==> src/clock_output_control_pkg.sv <==
// constants and register map of the clock output control register bank
// Operation
// - byte 1D bits 7,6 make differential outputs obey the second enable pin when its function is 01
// - byte 1D bits 5,4 enable the differential outputs, reset set
// - byte 1D bit 3 picks fourth divider source: second PLL or crystal
// - each single-ended output has a slew bit, 1 strong, reset 0
// - each supply domain has a two-bit level code, 11 is 1.8 V
// - byte 1E bits 6:5 set the first enable pin's function
// - byte 1E bits 3:2 set the third enable pin's function, 01 undefined
// - byte 1E bits 1:0 select frequency setting; byte 20 bit 4 enables dynamic mode
// - single-ended output enables at 1E bits 7,4 and 20 bit 7, reset set
// - second single-ended source select: fifth divider at 0, fourth at 1
// - byte 1F bit 3 loop order, bit 1 third pole enable
// - byte 1F bit 2 enables second PLL channel two, reset set
// - byte 20 bits 6:5 set the second enable pin's function
// - byte 20 bit 3 enables watchdog, bits 2:1 select its period
// - byte 20 bit 0 is a read-only sticky alarm flag, reset 0
// - byte 21 bit 6 picks third single-ended source when free-run bit clear
// - byte 21 bit 2 tri-states differential outputs at power down
// - byte 21 bits 1,0 set B-leg polarity of the differential outputs
// - byte 22 bit 7 picks first differential source, reset 1
// - byte 22 bits 5:4 set first differential type, reset 11
// - byte 22 bit 1 CMOS slew and bit 0 B-leg enable of first differential
package clock_output_control_pkg;

    // ************************************************************
    // register offsets and reset values
    // ************************************************************
    localparam logic [7:0] OFS_GATING_ENABLES  = 8'h1D;
    localparam logic [7:0] OFS_PIN_FUNC_FREQ   = 8'h1E;
    localparam logic [7:0] OFS_SOURCE_SUPPLY   = 8'h1F;
    localparam logic [7:0] OFS_WATCHDOG_PIN_B  = 8'h20;
    localparam logic [7:0] OFS_THIRD_DIFF_OPTS = 8'h21;
    localparam logic [7:0] OFS_FIRST_DIFF_CFG  = 8'h22;

    localparam logic [7:0] RST_GATING_ENABLES  = 8'h30;
    localparam logic [7:0] RST_PIN_FUNC_FREQ   = 8'h90;
    localparam logic [7:0] RST_SOURCE_SUPPLY   = 8'h84;
    localparam logic [7:0] RST_WATCHDOG_PIN_B  = 8'h80;
    localparam logic [7:0] RST_THIRD_DIFF_OPTS = 8'h00;
    localparam logic [7:0] RST_FIRST_DIFF_CFG  = 8'hB4;

    // writable bits of the first differential byte; others are reserved
    localparam logic [7:0] MASK_FIRST_DIFF_CFG = 8'hB3;
    // writable bits of the watchdog byte; bit 0 is the alarm
    localparam logic [7:0] MASK_WATCHDOG_PIN_B = 8'hFE;

    // ************************************************************
    // field positions
    // ************************************************************
    localparam int POS_WD_ALARM  = 0;
    localparam int POS_WD_ENABLE = 3;
    localparam int POS_DYNAMIC_FREQ_ENABLE    = 4;

    // ************************************************************
    // enable pin function codes
    // ************************************************************
    localparam logic [1:0] PIN_FN_OUT_ENABLE = 2'h0;
    localparam logic [1:0] PIN_FN_ALT_ONE    = 2'h1;
    localparam logic [1:0] PIN_FN_SAVING     = 2'h2;
    localparam logic [1:0] PIN_FN_ALT_THREE  = 2'h3;

    // ************************************************************
    // watchdog periods
    // ************************************************************
    localparam int CLK_MHZ       = 100;
    localparam int WD_PERIOD0_MS = 250;
    localparam int WD_PERIOD1_MS = 500;
    localparam int WD_PERIOD2_MS = 2000;
    localparam int WD_PERIOD3_MS = 4000;
    localparam int WD_PERIOD0_CYC = WD_PERIOD0_MS * 1000 * CLK_MHZ;
    localparam int WD_PERIOD1_CYC = WD_PERIOD1_MS * 1000 * CLK_MHZ;
    localparam int WD_PERIOD2_CYC = WD_PERIOD2_MS * 1000 * CLK_MHZ;
    localparam int WD_PERIOD3_CYC = WD_PERIOD3_MS * 1000 * CLK_MHZ;

endpackage

==> src/clock_output_control_regs.sv <==
// register bank for output enables, pin functions, sources and watchdog
`timescale 1ns/100ps
module clock_output_control_regs #(
    parameter int WD_PERIOD0 = clock_output_control_pkg::WD_PERIOD0_CYC,
    parameter int WD_PERIOD1 = clock_output_control_pkg::WD_PERIOD1_CYC,
    parameter int WD_PERIOD2 = clock_output_control_pkg::WD_PERIOD2_CYC,
    parameter int WD_PERIOD3 = clock_output_control_pkg::WD_PERIOD3_CYC
) (
    input  wire logic       clk,
    input  wire logic       rst_n,
    input  wire logic [7:0] reg_addr,
    input  wire logic [7:0] reg_wdata,
    input  wire logic       reg_write,
    input  wire logic       reg_read,
    output logic      [7:0] reg_rdata,
    output logic            reg_hit,
    input  wire logic       pin_a,
    input  wire logic       pin_b,
    input  wire logic       pin_c,
    output logic            diff_a_active,
    output logic            diff_b_active,
    output logic            single_a_active,
    output logic            single_b_active,
    output logic            single_c_active,
    output logic            single_a_saving,
    output logic            single_b_saving,
    output logic            single_c_saving,
    output logic            power_down_n,
    output logic            pin_reset,
    output logic      [1:0] dynamic_freq_control,
    output logic            fourth_divider_source,
    output logic      [2:0] single_slew,
    output logic      [5:0] supply_levels,
    output logic            single_b_source,
    output logic            single_c_source,
    output logic            single_c_slow_freerun,
    output logic            loop_order_select,
    output logic            loop_channel_two_enable,
    output logic            loop_third_pole_enable,
    output logic            diff_hiz_at_powerdown,
    output logic            diff_a_bleg_polarity,
    output logic            diff_b_bleg_polarity,
    output logic            diff_a_source,
    output logic      [1:0] diff_a_type,
    output logic            diff_a_cmos_slew,
    output logic            diff_a_bleg_enable,
    output logic            watchdog_alarm
);

    // ************************************************************
    // reset release
    // ************************************************************
    logic rst_meta;
    logic rst_sync_n;

    always_ff @(posedge clk or negedge rst_n) begin
        if (!rst_n) begin
            rst_meta   <= 1'b0;
            rst_sync_n <= 1'b0;
        end else begin
            rst_meta   <= 1'b1;
            rst_sync_n <= rst_meta;
        end
    end

    // ************************************************************
    // register storage
    // ************************************************************
    logic [7:0] output_gating_and_enables;
    logic [7:0] pin_function_freq_select;
    logic [7:0] source_supply_loop_options;
    logic [7:0] watchdog_and_pin_two_function;
    logic [7:0] third_output_and_diff_options;
    logic [7:0] first_diff_output_config;
    logic       alarm;

    wire sel_1d = reg_addr == clock_output_control_pkg::OFS_GATING_ENABLES;
    wire sel_1e = reg_addr == clock_output_control_pkg::OFS_PIN_FUNC_FREQ;
    wire sel_1f = reg_addr == clock_output_control_pkg::OFS_SOURCE_SUPPLY;
    wire sel_20 = reg_addr == clock_output_control_pkg::OFS_WATCHDOG_PIN_B;
    wire sel_21 = reg_addr == clock_output_control_pkg::OFS_THIRD_DIFF_OPTS;
    wire sel_22 = reg_addr == clock_output_control_pkg::OFS_FIRST_DIFF_CFG;

    // only writable bits follow the host; reserved and alarm bits hold
    wire [7:0] next_20 = (reg_wdata & clock_output_control_pkg::MASK_WATCHDOG_PIN_B)
                       | (watchdog_and_pin_two_function & ~clock_output_control_pkg::MASK_WATCHDOG_PIN_B);
    wire [7:0] next_22 = (reg_wdata & clock_output_control_pkg::MASK_FIRST_DIFF_CFG)
                       | (clock_output_control_pkg::RST_FIRST_DIFF_CFG
                          & ~clock_output_control_pkg::MASK_FIRST_DIFF_CFG);

    always_ff @(posedge clk or negedge rst_sync_n) begin
        if (!rst_sync_n) begin
            output_gating_and_enables     <= clock_output_control_pkg::RST_GATING_ENABLES;
            pin_function_freq_select      <= clock_output_control_pkg::RST_PIN_FUNC_FREQ;
            source_supply_loop_options    <= clock_output_control_pkg::RST_SOURCE_SUPPLY;
            watchdog_and_pin_two_function <= clock_output_control_pkg::RST_WATCHDOG_PIN_B;
            third_output_and_diff_options <= clock_output_control_pkg::RST_THIRD_DIFF_OPTS;
            first_diff_output_config      <= clock_output_control_pkg::RST_FIRST_DIFF_CFG;
        end else if (reg_write) begin
            if (sel_1d) output_gating_and_enables <= reg_wdata;
            if (sel_1e) pin_function_freq_select <= reg_wdata;
            if (sel_1f) source_supply_loop_options <= reg_wdata;
            if (sel_20) watchdog_and_pin_two_function <= next_20;
            if (sel_21) third_output_and_diff_options <= reg_wdata;
            if (sel_22) first_diff_output_config <= next_22;
        end
    end

    // ************************************************************
    // watchdog
    // ************************************************************
    logic [31:0] wd_count;
    wire         wd_enable = watchdog_and_pin_two_function[clock_output_control_pkg::POS_WD_ENABLE];
    wire  [1:0]  wd_select = watchdog_and_pin_two_function[2:1];
    wire  [31:0] wd_limit  = (wd_select == 2'h0) ? WD_PERIOD0[31:0] :
                             (wd_select == 2'h1) ? WD_PERIOD1[31:0] :
                             (wd_select == 2'h2) ? WD_PERIOD2[31:0] : WD_PERIOD3[31:0];
    wire         wd_kick   = reg_write | reg_read;
    wire         wd_expire = wd_enable && !wd_kick && (wd_count >= wd_limit - 32'h0000_0001);

    always_ff @(posedge clk or negedge rst_sync_n) begin
        if (!rst_sync_n) begin
            wd_count <= 32'h0000_0000;
            alarm    <= 1'b0;
        end else begin
            wd_count <= (!wd_enable || wd_kick || wd_expire) ? 32'h0000_0000 : wd_count + 32'h0000_0001;
            if (wd_expire) alarm <= 1'b1;
        end
    end

    // ************************************************************
    // read path
    // ************************************************************
    wire [7:0] read_mux = sel_1d ? output_gating_and_enables :
                          sel_1e ? pin_function_freq_select :
                          sel_1f ? source_supply_loop_options :
                          sel_20 ? {watchdog_and_pin_two_function[7:1], alarm} :
                          sel_21 ? third_output_and_diff_options :
                          sel_22 ? first_diff_output_config : 8'h00;

    assign reg_hit = sel_1d | sel_1e | sel_1f | sel_20 | sel_21 | sel_22;

    always_ff @(posedge clk or negedge rst_sync_n) begin
        if (!rst_sync_n) begin
            reg_rdata <= 8'h00;
        end else if (reg_read) begin
            reg_rdata <= read_mux;
        end
    end

    // ************************************************************
    // field decode
    // ************************************************************
    wire       diff_a_pin_gating = output_gating_and_enables[7];
    wire       diff_b_pin_gating = output_gating_and_enables[6];
    wire       diff_a_enable     = output_gating_and_enables[5];
    wire       diff_b_enable     = output_gating_and_enables[4];
    wire       single_a_enable   = pin_function_freq_select[7];
    wire       single_c_enable   = pin_function_freq_select[4];
    wire       single_b_enable   = watchdog_and_pin_two_function[7];
    wire [1:0] pin_a_function    = pin_function_freq_select[6:5];
    wire [1:0] pin_c_function    = pin_function_freq_select[3:2];
    wire [1:0] pin_b_function    = watchdog_and_pin_two_function[6:5];
    wire [1:0] freq_setting_select = pin_function_freq_select[1:0];
    wire       dynamic_freq_enable = watchdog_and_pin_two_function[clock_output_control_pkg::POS_DYNAMIC_FREQ_ENABLE];

    wire pin_b_joint = pin_b_function == clock_output_control_pkg::PIN_FN_ALT_ONE;
    wire pin_b_gate  = pin_b_joint ? pin_b : 1'b1;

    assign diff_a_active   = diff_a_enable && (!diff_a_pin_gating || pin_b_gate);
    assign diff_b_active   = diff_b_enable && (!diff_b_pin_gating || pin_b_gate);
    assign single_a_active = single_a_enable
                             && (pin_a_function != clock_output_control_pkg::PIN_FN_OUT_ENABLE || pin_a);
    assign single_b_active = single_b_enable
                             && (pin_b_function != clock_output_control_pkg::PIN_FN_OUT_ENABLE || pin_b);
    assign single_c_active = single_c_enable
                             && (pin_c_function != clock_output_control_pkg::PIN_FN_OUT_ENABLE || pin_c);
    assign single_a_saving = pin_a_function == clock_output_control_pkg::PIN_FN_SAVING && pin_a;
    assign single_b_saving = pin_b_function == clock_output_control_pkg::PIN_FN_SAVING && pin_b;
    assign single_c_saving = pin_c_function == clock_output_control_pkg::PIN_FN_SAVING && pin_c;
    assign power_down_n    = !(pin_a_function == clock_output_control_pkg::PIN_FN_ALT_ONE && !pin_a);
    assign pin_reset       = pin_b_function == clock_output_control_pkg::PIN_FN_ALT_THREE && pin_b;

    // pins override the stored setting only when configured as select bits
    wire freq_bit0 = (pin_a_function == clock_output_control_pkg::PIN_FN_ALT_THREE) ? pin_a
                                                                                    : freq_setting_select[0];
    wire freq_bit1 = (pin_c_function == clock_output_control_pkg::PIN_FN_ALT_THREE) ? pin_c
                                                                                    : freq_setting_select[1];
    assign dynamic_freq_control = dynamic_freq_enable ? {freq_bit1, freq_bit0} : 2'h0;

    assign fourth_divider_source   = output_gating_and_enables[3];
    assign single_slew             = {third_output_and_diff_options[3], source_supply_loop_options[4],
                                      output_gating_and_enables[2]};
    assign supply_levels           = {third_output_and_diff_options[5:4], source_supply_loop_options[6:5],
                                      output_gating_and_enables[1:0]};
    assign single_b_source         = source_supply_loop_options[7];
    assign loop_order_select       = source_supply_loop_options[3];
    assign loop_channel_two_enable = source_supply_loop_options[2];
    assign loop_third_pole_enable  = source_supply_loop_options[1];
    assign single_c_slow_freerun   = third_output_and_diff_options[7];
    assign single_c_source         = third_output_and_diff_options[6];
    assign diff_hiz_at_powerdown   = third_output_and_diff_options[2];
    assign diff_a_bleg_polarity    = third_output_and_diff_options[1];
    assign diff_b_bleg_polarity    = third_output_and_diff_options[0];
    assign diff_a_source           = first_diff_output_config[7];
    assign diff_a_type             = first_diff_output_config[5:4];
    assign diff_a_cmos_slew        = first_diff_output_config[1];
    assign diff_a_bleg_enable      = first_diff_output_config[0];
    assign watchdog_alarm          = alarm;

    // ************************************************************
    // assertions
    // ************************************************************
    a_alarm_sticky: assert property (@(posedge clk) disable iff (!rst_sync_n)
        $rose(alarm) |-> ##1 alarm [*4]) else $error("alarm flag dropped");
    a_alarm_cause: assert property (@(posedge clk) disable iff (!rst_sync_n)
        $rose(alarm) |-> $past(wd_enable)) else $error("alarm without watchdog");
    a_alarm_write: assert property (@(posedge clk) disable iff (!rst_sync_n)
        reg_write && sel_20 && !alarm && !wd_expire |=> !alarm) else $error("write set alarm");
    a_reserved_hold: assert property (@(posedge clk) disable iff (!rst_sync_n)
        first_diff_output_config[6] == 1'b0 && first_diff_output_config[3:2] == 2'h1)
        else $error("reserved bits changed");
    a_diff_gate: assert property (@(posedge clk) disable iff (!rst_sync_n)
        diff_a_pin_gating && pin_b_joint && !pin_b |-> !diff_a_active) else $error("pin gating ignored");
    a_diff_enable: assert property (@(posedge clk) disable iff (!rst_sync_n)
        reg_write && sel_1d && !reg_wdata[4] |=> !diff_b_active) else $error("disable ignored");
    a_read_back: assert property (@(posedge clk) disable iff (!rst_sync_n)
        reg_write && sel_1d ##1 !reg_write ##1 reg_read && sel_1d && !reg_write
        |=> reg_rdata == $past(reg_wdata, 3))
        else $error("read back mismatch");
    a_freq_select: assert property (@(posedge clk) disable iff (!rst_sync_n)
        !dynamic_freq_enable |-> dynamic_freq_control == 2'h0) else $error("frequency active while disabled");
    a_power_down: assert property (@(posedge clk) disable iff (!rst_sync_n)
        pin_a_function == clock_output_control_pkg::PIN_FN_ALT_ONE && !pin_a |-> !power_down_n)
        else $error("power down missed");
    a_reset_value: assert property (@(posedge clk) $rose(rst_sync_n) |-> diff_a_type == 2'h3
        && diff_a_source && loop_channel_two_enable) else $error("wrong reset value");

    c_alarm_raised: cover property (@(posedge clk) disable iff (!rst_sync_n) $rose(alarm));
    c_write_read: cover property (@(posedge clk) disable iff (!rst_sync_n) reg_write ##2 reg_read);
    c_pin_reset: cover property (@(posedge clk) disable iff (!rst_sync_n) pin_reset);
    c_dynamic_freq: cover property (@(posedge clk) disable iff (!rst_sync_n) dynamic_freq_control == 2'h3);

endmodule

==> config.mk <==
export PLATFORM = sky130hd
export DESIGN_NAME = clock_output_control_regs
export DESIGN_NICKNAME = d
export VERILOG_FILES = /design/src/clock_output_control_pkg.sv /design/src/clock_output_control_regs.sv
export SDC_FILE = /design/constraint.sdc
export NUM_CORES = 1
export LEC_CHECK = 0
export BUFFER_PORTS_ARGS = -buffer_cell sky130_fd_sc_hd__buf_2
export CORE_UTILIZATION = 60
export CTS_CLUSTER_DIAMETER = 60
export DETAILED_ROUTE_END_ITERATION = 8
export GPL_ROUTABILITY_DRIVEN = 0
export PLACE_DENSITY = 0.83
export SYNTH_ARGS = -nofsm -noshare
export SYNTH_HDL_FRONTEND = slang
export SYNTH_SLANG_ARGS = --single-unit
==> constraint.sdc <==
create_clock -name clk -period 7.28 [get_ports clk]
set_input_delay 1.092 -clock clk [delete_from_list [all_inputs] [get_ports clk]]
set_output_delay 1.092 -clock clk [all_outputs]
set_load 0.05 [all_outputs]
==> results.json <==
{
  "track_usage_pct": 26.1,
  "cp.arrival_ns": 2.78,
  "synth_top_area_share_pct": 40.6,
  "die_area_um2": 8270,
  "critical_path.max_stage_delay_ns": 0.53,
  "diodes": 0,
  "fill_cells": 581,
  "yosysTopAreaCell": "dfrtp_1",
  "hp-class": "register to register",
  "finalPower_mw": 0.956,
  "crit_chain": "buf_2 > or4b_1 > or3_1 > a32oi_1 > buf_2",
  "routed_via_density": 5.97,
  "critPathCaptureType": "primary output",
  "synth_edf_count": 0,
  "syn-instance-count": 454,
  "clock-sinks": 87,
  "cts_resized": 0,
  "use_met2_pct": 40.6,
  "grt_pass1_wl_um": 16800,
  "htreeDepth": 3,
  "layout-drive-gt1-share_pct": 27.5,
  "vdd_ir_drop_max_mv": 0.0925,
  "dp_cells": 603,
  "cts_buffer_depth": 2,
  "ys.flop_type": "dfrtp_1",
  "grt_antenna_before_repair": 0,
  "worst_pin_slew_ns": 1.16,
  "avgSynthCellArea_um2": 10.5,
  "leakagePower_nw": 2.53,
  "dpl_cell_area_um2": 5100,
  "met1_usage_pct": 37.2,
  "insertion_delay_ns": 0.36,
  "globalRouteOverflowTotal": 0,
  "timing.final.ws_setup_ns": 3.41,
  "synth_cell_types": 53,
  "setup_viol": 0,
  "synth.yosys.seq_area_share_pct": 46.1,
  "drc": 0,
  "row_count": 32,
  "ant_nets": 0,
  "postCtsSetupRepairBufs": 0,
  "wl_per_cell_um": 16.8,
  "crit_top_cell": "buf_2",
  "num_vias": 3693,
  "cp_top_family": "simple AND/OR/NAND/NOR gates",
  "yosys-top-cells-area": "dfrtp_1, mux2_2, ha_1",
  "grt_max_degree": 86,
  "start_kind": "input port",
  "worstPathMaxFanout": 9,
  "async_flop_share_pct": 100,
  "worstRegToRegCells": 11,
  "finalCriticalPeriod_ns": 3.87,
  "status": "completed",
  "cts-root-buf": "clkbuf_8",
  "fin_nets": 562,
  "skew_ns": 0.0119,
  "crit_type": "input port to primary output",
  "rsz0062_at_grt": "no",
  "cts.clk_slew.worst_paths_ns": 0.08,
  "cp_slowest_cell": "or4b_1",
  "gr-max-usage-layer": "met2",
  "stdcell_area_um2": 5290,
  "portBuffers": 68,
  "yosys_register_bits": 87,
  "p_per_area_nw_per_um2": 181,
  "yosysWarnings": 0,
  "finalMaxSlewViolations": 0,
  "grt_pass1_vias": 3425,
  "maxSlewHeadroom_pct": 22.7,
  "drt_iter0_drc": 248,
  "die_y_um": 91.0,
  "area_delta_synth_final_pct": 11.4,
  "fin_tns_setup_ns": 0,
  "maxCapViolCount": 0,
  "core-area_um2": 7690,
  "use_met3_pct": 3.52,
  "yosysMostFrequentCell": "dfrtp_1",
  "hold_buffers": 0,
  "cp.required_ns": 6.19,
  "synth_area_um2": 4750,
  "cp_num_cells": 5,
  "pre_cts_ws_ns": 3.43,
  "fin_crit_sh_pct": 53.2,
  "fmax_ghz": 0.258,
  "final_cells": 619,
  "start_util_pct": 61.8,
  "cp.buffers_inverters": 2,
  "die_width_um": 91.0,
  "wl_um": 10400,
  "synth_common_cells": "dfrtp_1, nor2_1, mux2_2",
  "io_pins": 69,
  "numCtsBuffers": 9,
  "holdPathStages": 0,
  "dpl.hpwl_um": 7420,
  "hold_viol": 0,
  "dr.pass1.iters": 4,
  "cts_tree": "yes"
}
per-layer routing:
layer,wire (µm),vias up
li1,-,1710
met1,4680,1820
met2,4910,145
met3,661,18
met4,158,0
met5,0,-
per-stage QoR:
step / utilization [%] / hold slack (ns)
after floorplan: - / 0.331
after global placement: 66.4 / 0.339
after detailed placement: 66.4 / 0.337
after CTS: 68.8 / 0.357
after global routing: 68.8 / 0.365
final: 68.8 / 0.354
report_power, final:
group	switching, mW	internal [mW]	total [mW]
combinational	0.0777	0.0359	0.114
sequential	0.0230	0.500	0.523
clock	0.168	0.151	0.319
cells in the final DEF, fill, tap and decap left out, types with 12 or more instances in the layout:
cell type  synthesis  layout
nand3_1           20      20
buf_2              4      68
clkbuf_8           0      12
ha_1              27      27
nor2_1            54      54
dfrtp_1           77      76
a21oi_1           15      15
xor2_1            21      21
mux2_2            45      45
nand2_1           33      33
inv_1             12      12
path summary, 6_finish.rpt:
check                                                        startpoint                       end  slack, ns
min in group asynchronous                                         rst_n      rst_sync_n$_DFF_PN0_       0.50
max                                                         reg_addr[4]                   reg_hit       3.41
min reg2reg                                          rst_meta$_DFF_PN0_      rst_sync_n$_DFF_PN0_       0.35
min                                                  rst_meta$_DFF_PN0_      rst_sync_n$_DFF_PN0_       0.35
max reg2reg                watchdog_and_pin_two_function[2]$_DFFE_PN0P_    wd_count[18]$_DFF_PN0_       3.64
max in group asynchronous                          rst_sync_n$_DFF_PN0_  reg_rdata[0]$_DFFE_PN0P_       6.09
kinds of logic (layout without fill, tap and decap cells):
group	count (synthesis)	after routing	share of synthesized area, %
AND/OR/NAND/NOR	154	154	15.9
flip-flops	87	87	46.1
AO/OA/AOI/OAI	70	70	9.99
multiplexers	50	50	11.7
buffers and inverters	34	96	3.45
XOR/XNOR	30	30	5.54
adder cells (fa/ha/maj)	27	27	7.12
other	2	3	0.158
final cells by class:
type,count,area [µm²],share of cell area (%)
repair buffers,68,340,6.43
clock inverters,3,17.5,0.331
clock buffers,13,169,3.19
flip-flops and latches,87,2190,41.5
well taps,102,128,2.41
inverters,12,45.0,0.851
multi-input cells,334,2400,45.3
sequential cells by signal, summed over array words and instances (netlist names), 5 cells and up:
signal,count
pin_function_freq_select,8
wd_count,32
reg_rdata,8
watchdog_and_pin_two_function,7
output_gating_and_enables,8
third_output_and_diff_options,8
first_diff_output_config,5
source_supply_loop_options,8
(Power assumes the default switching activity.)
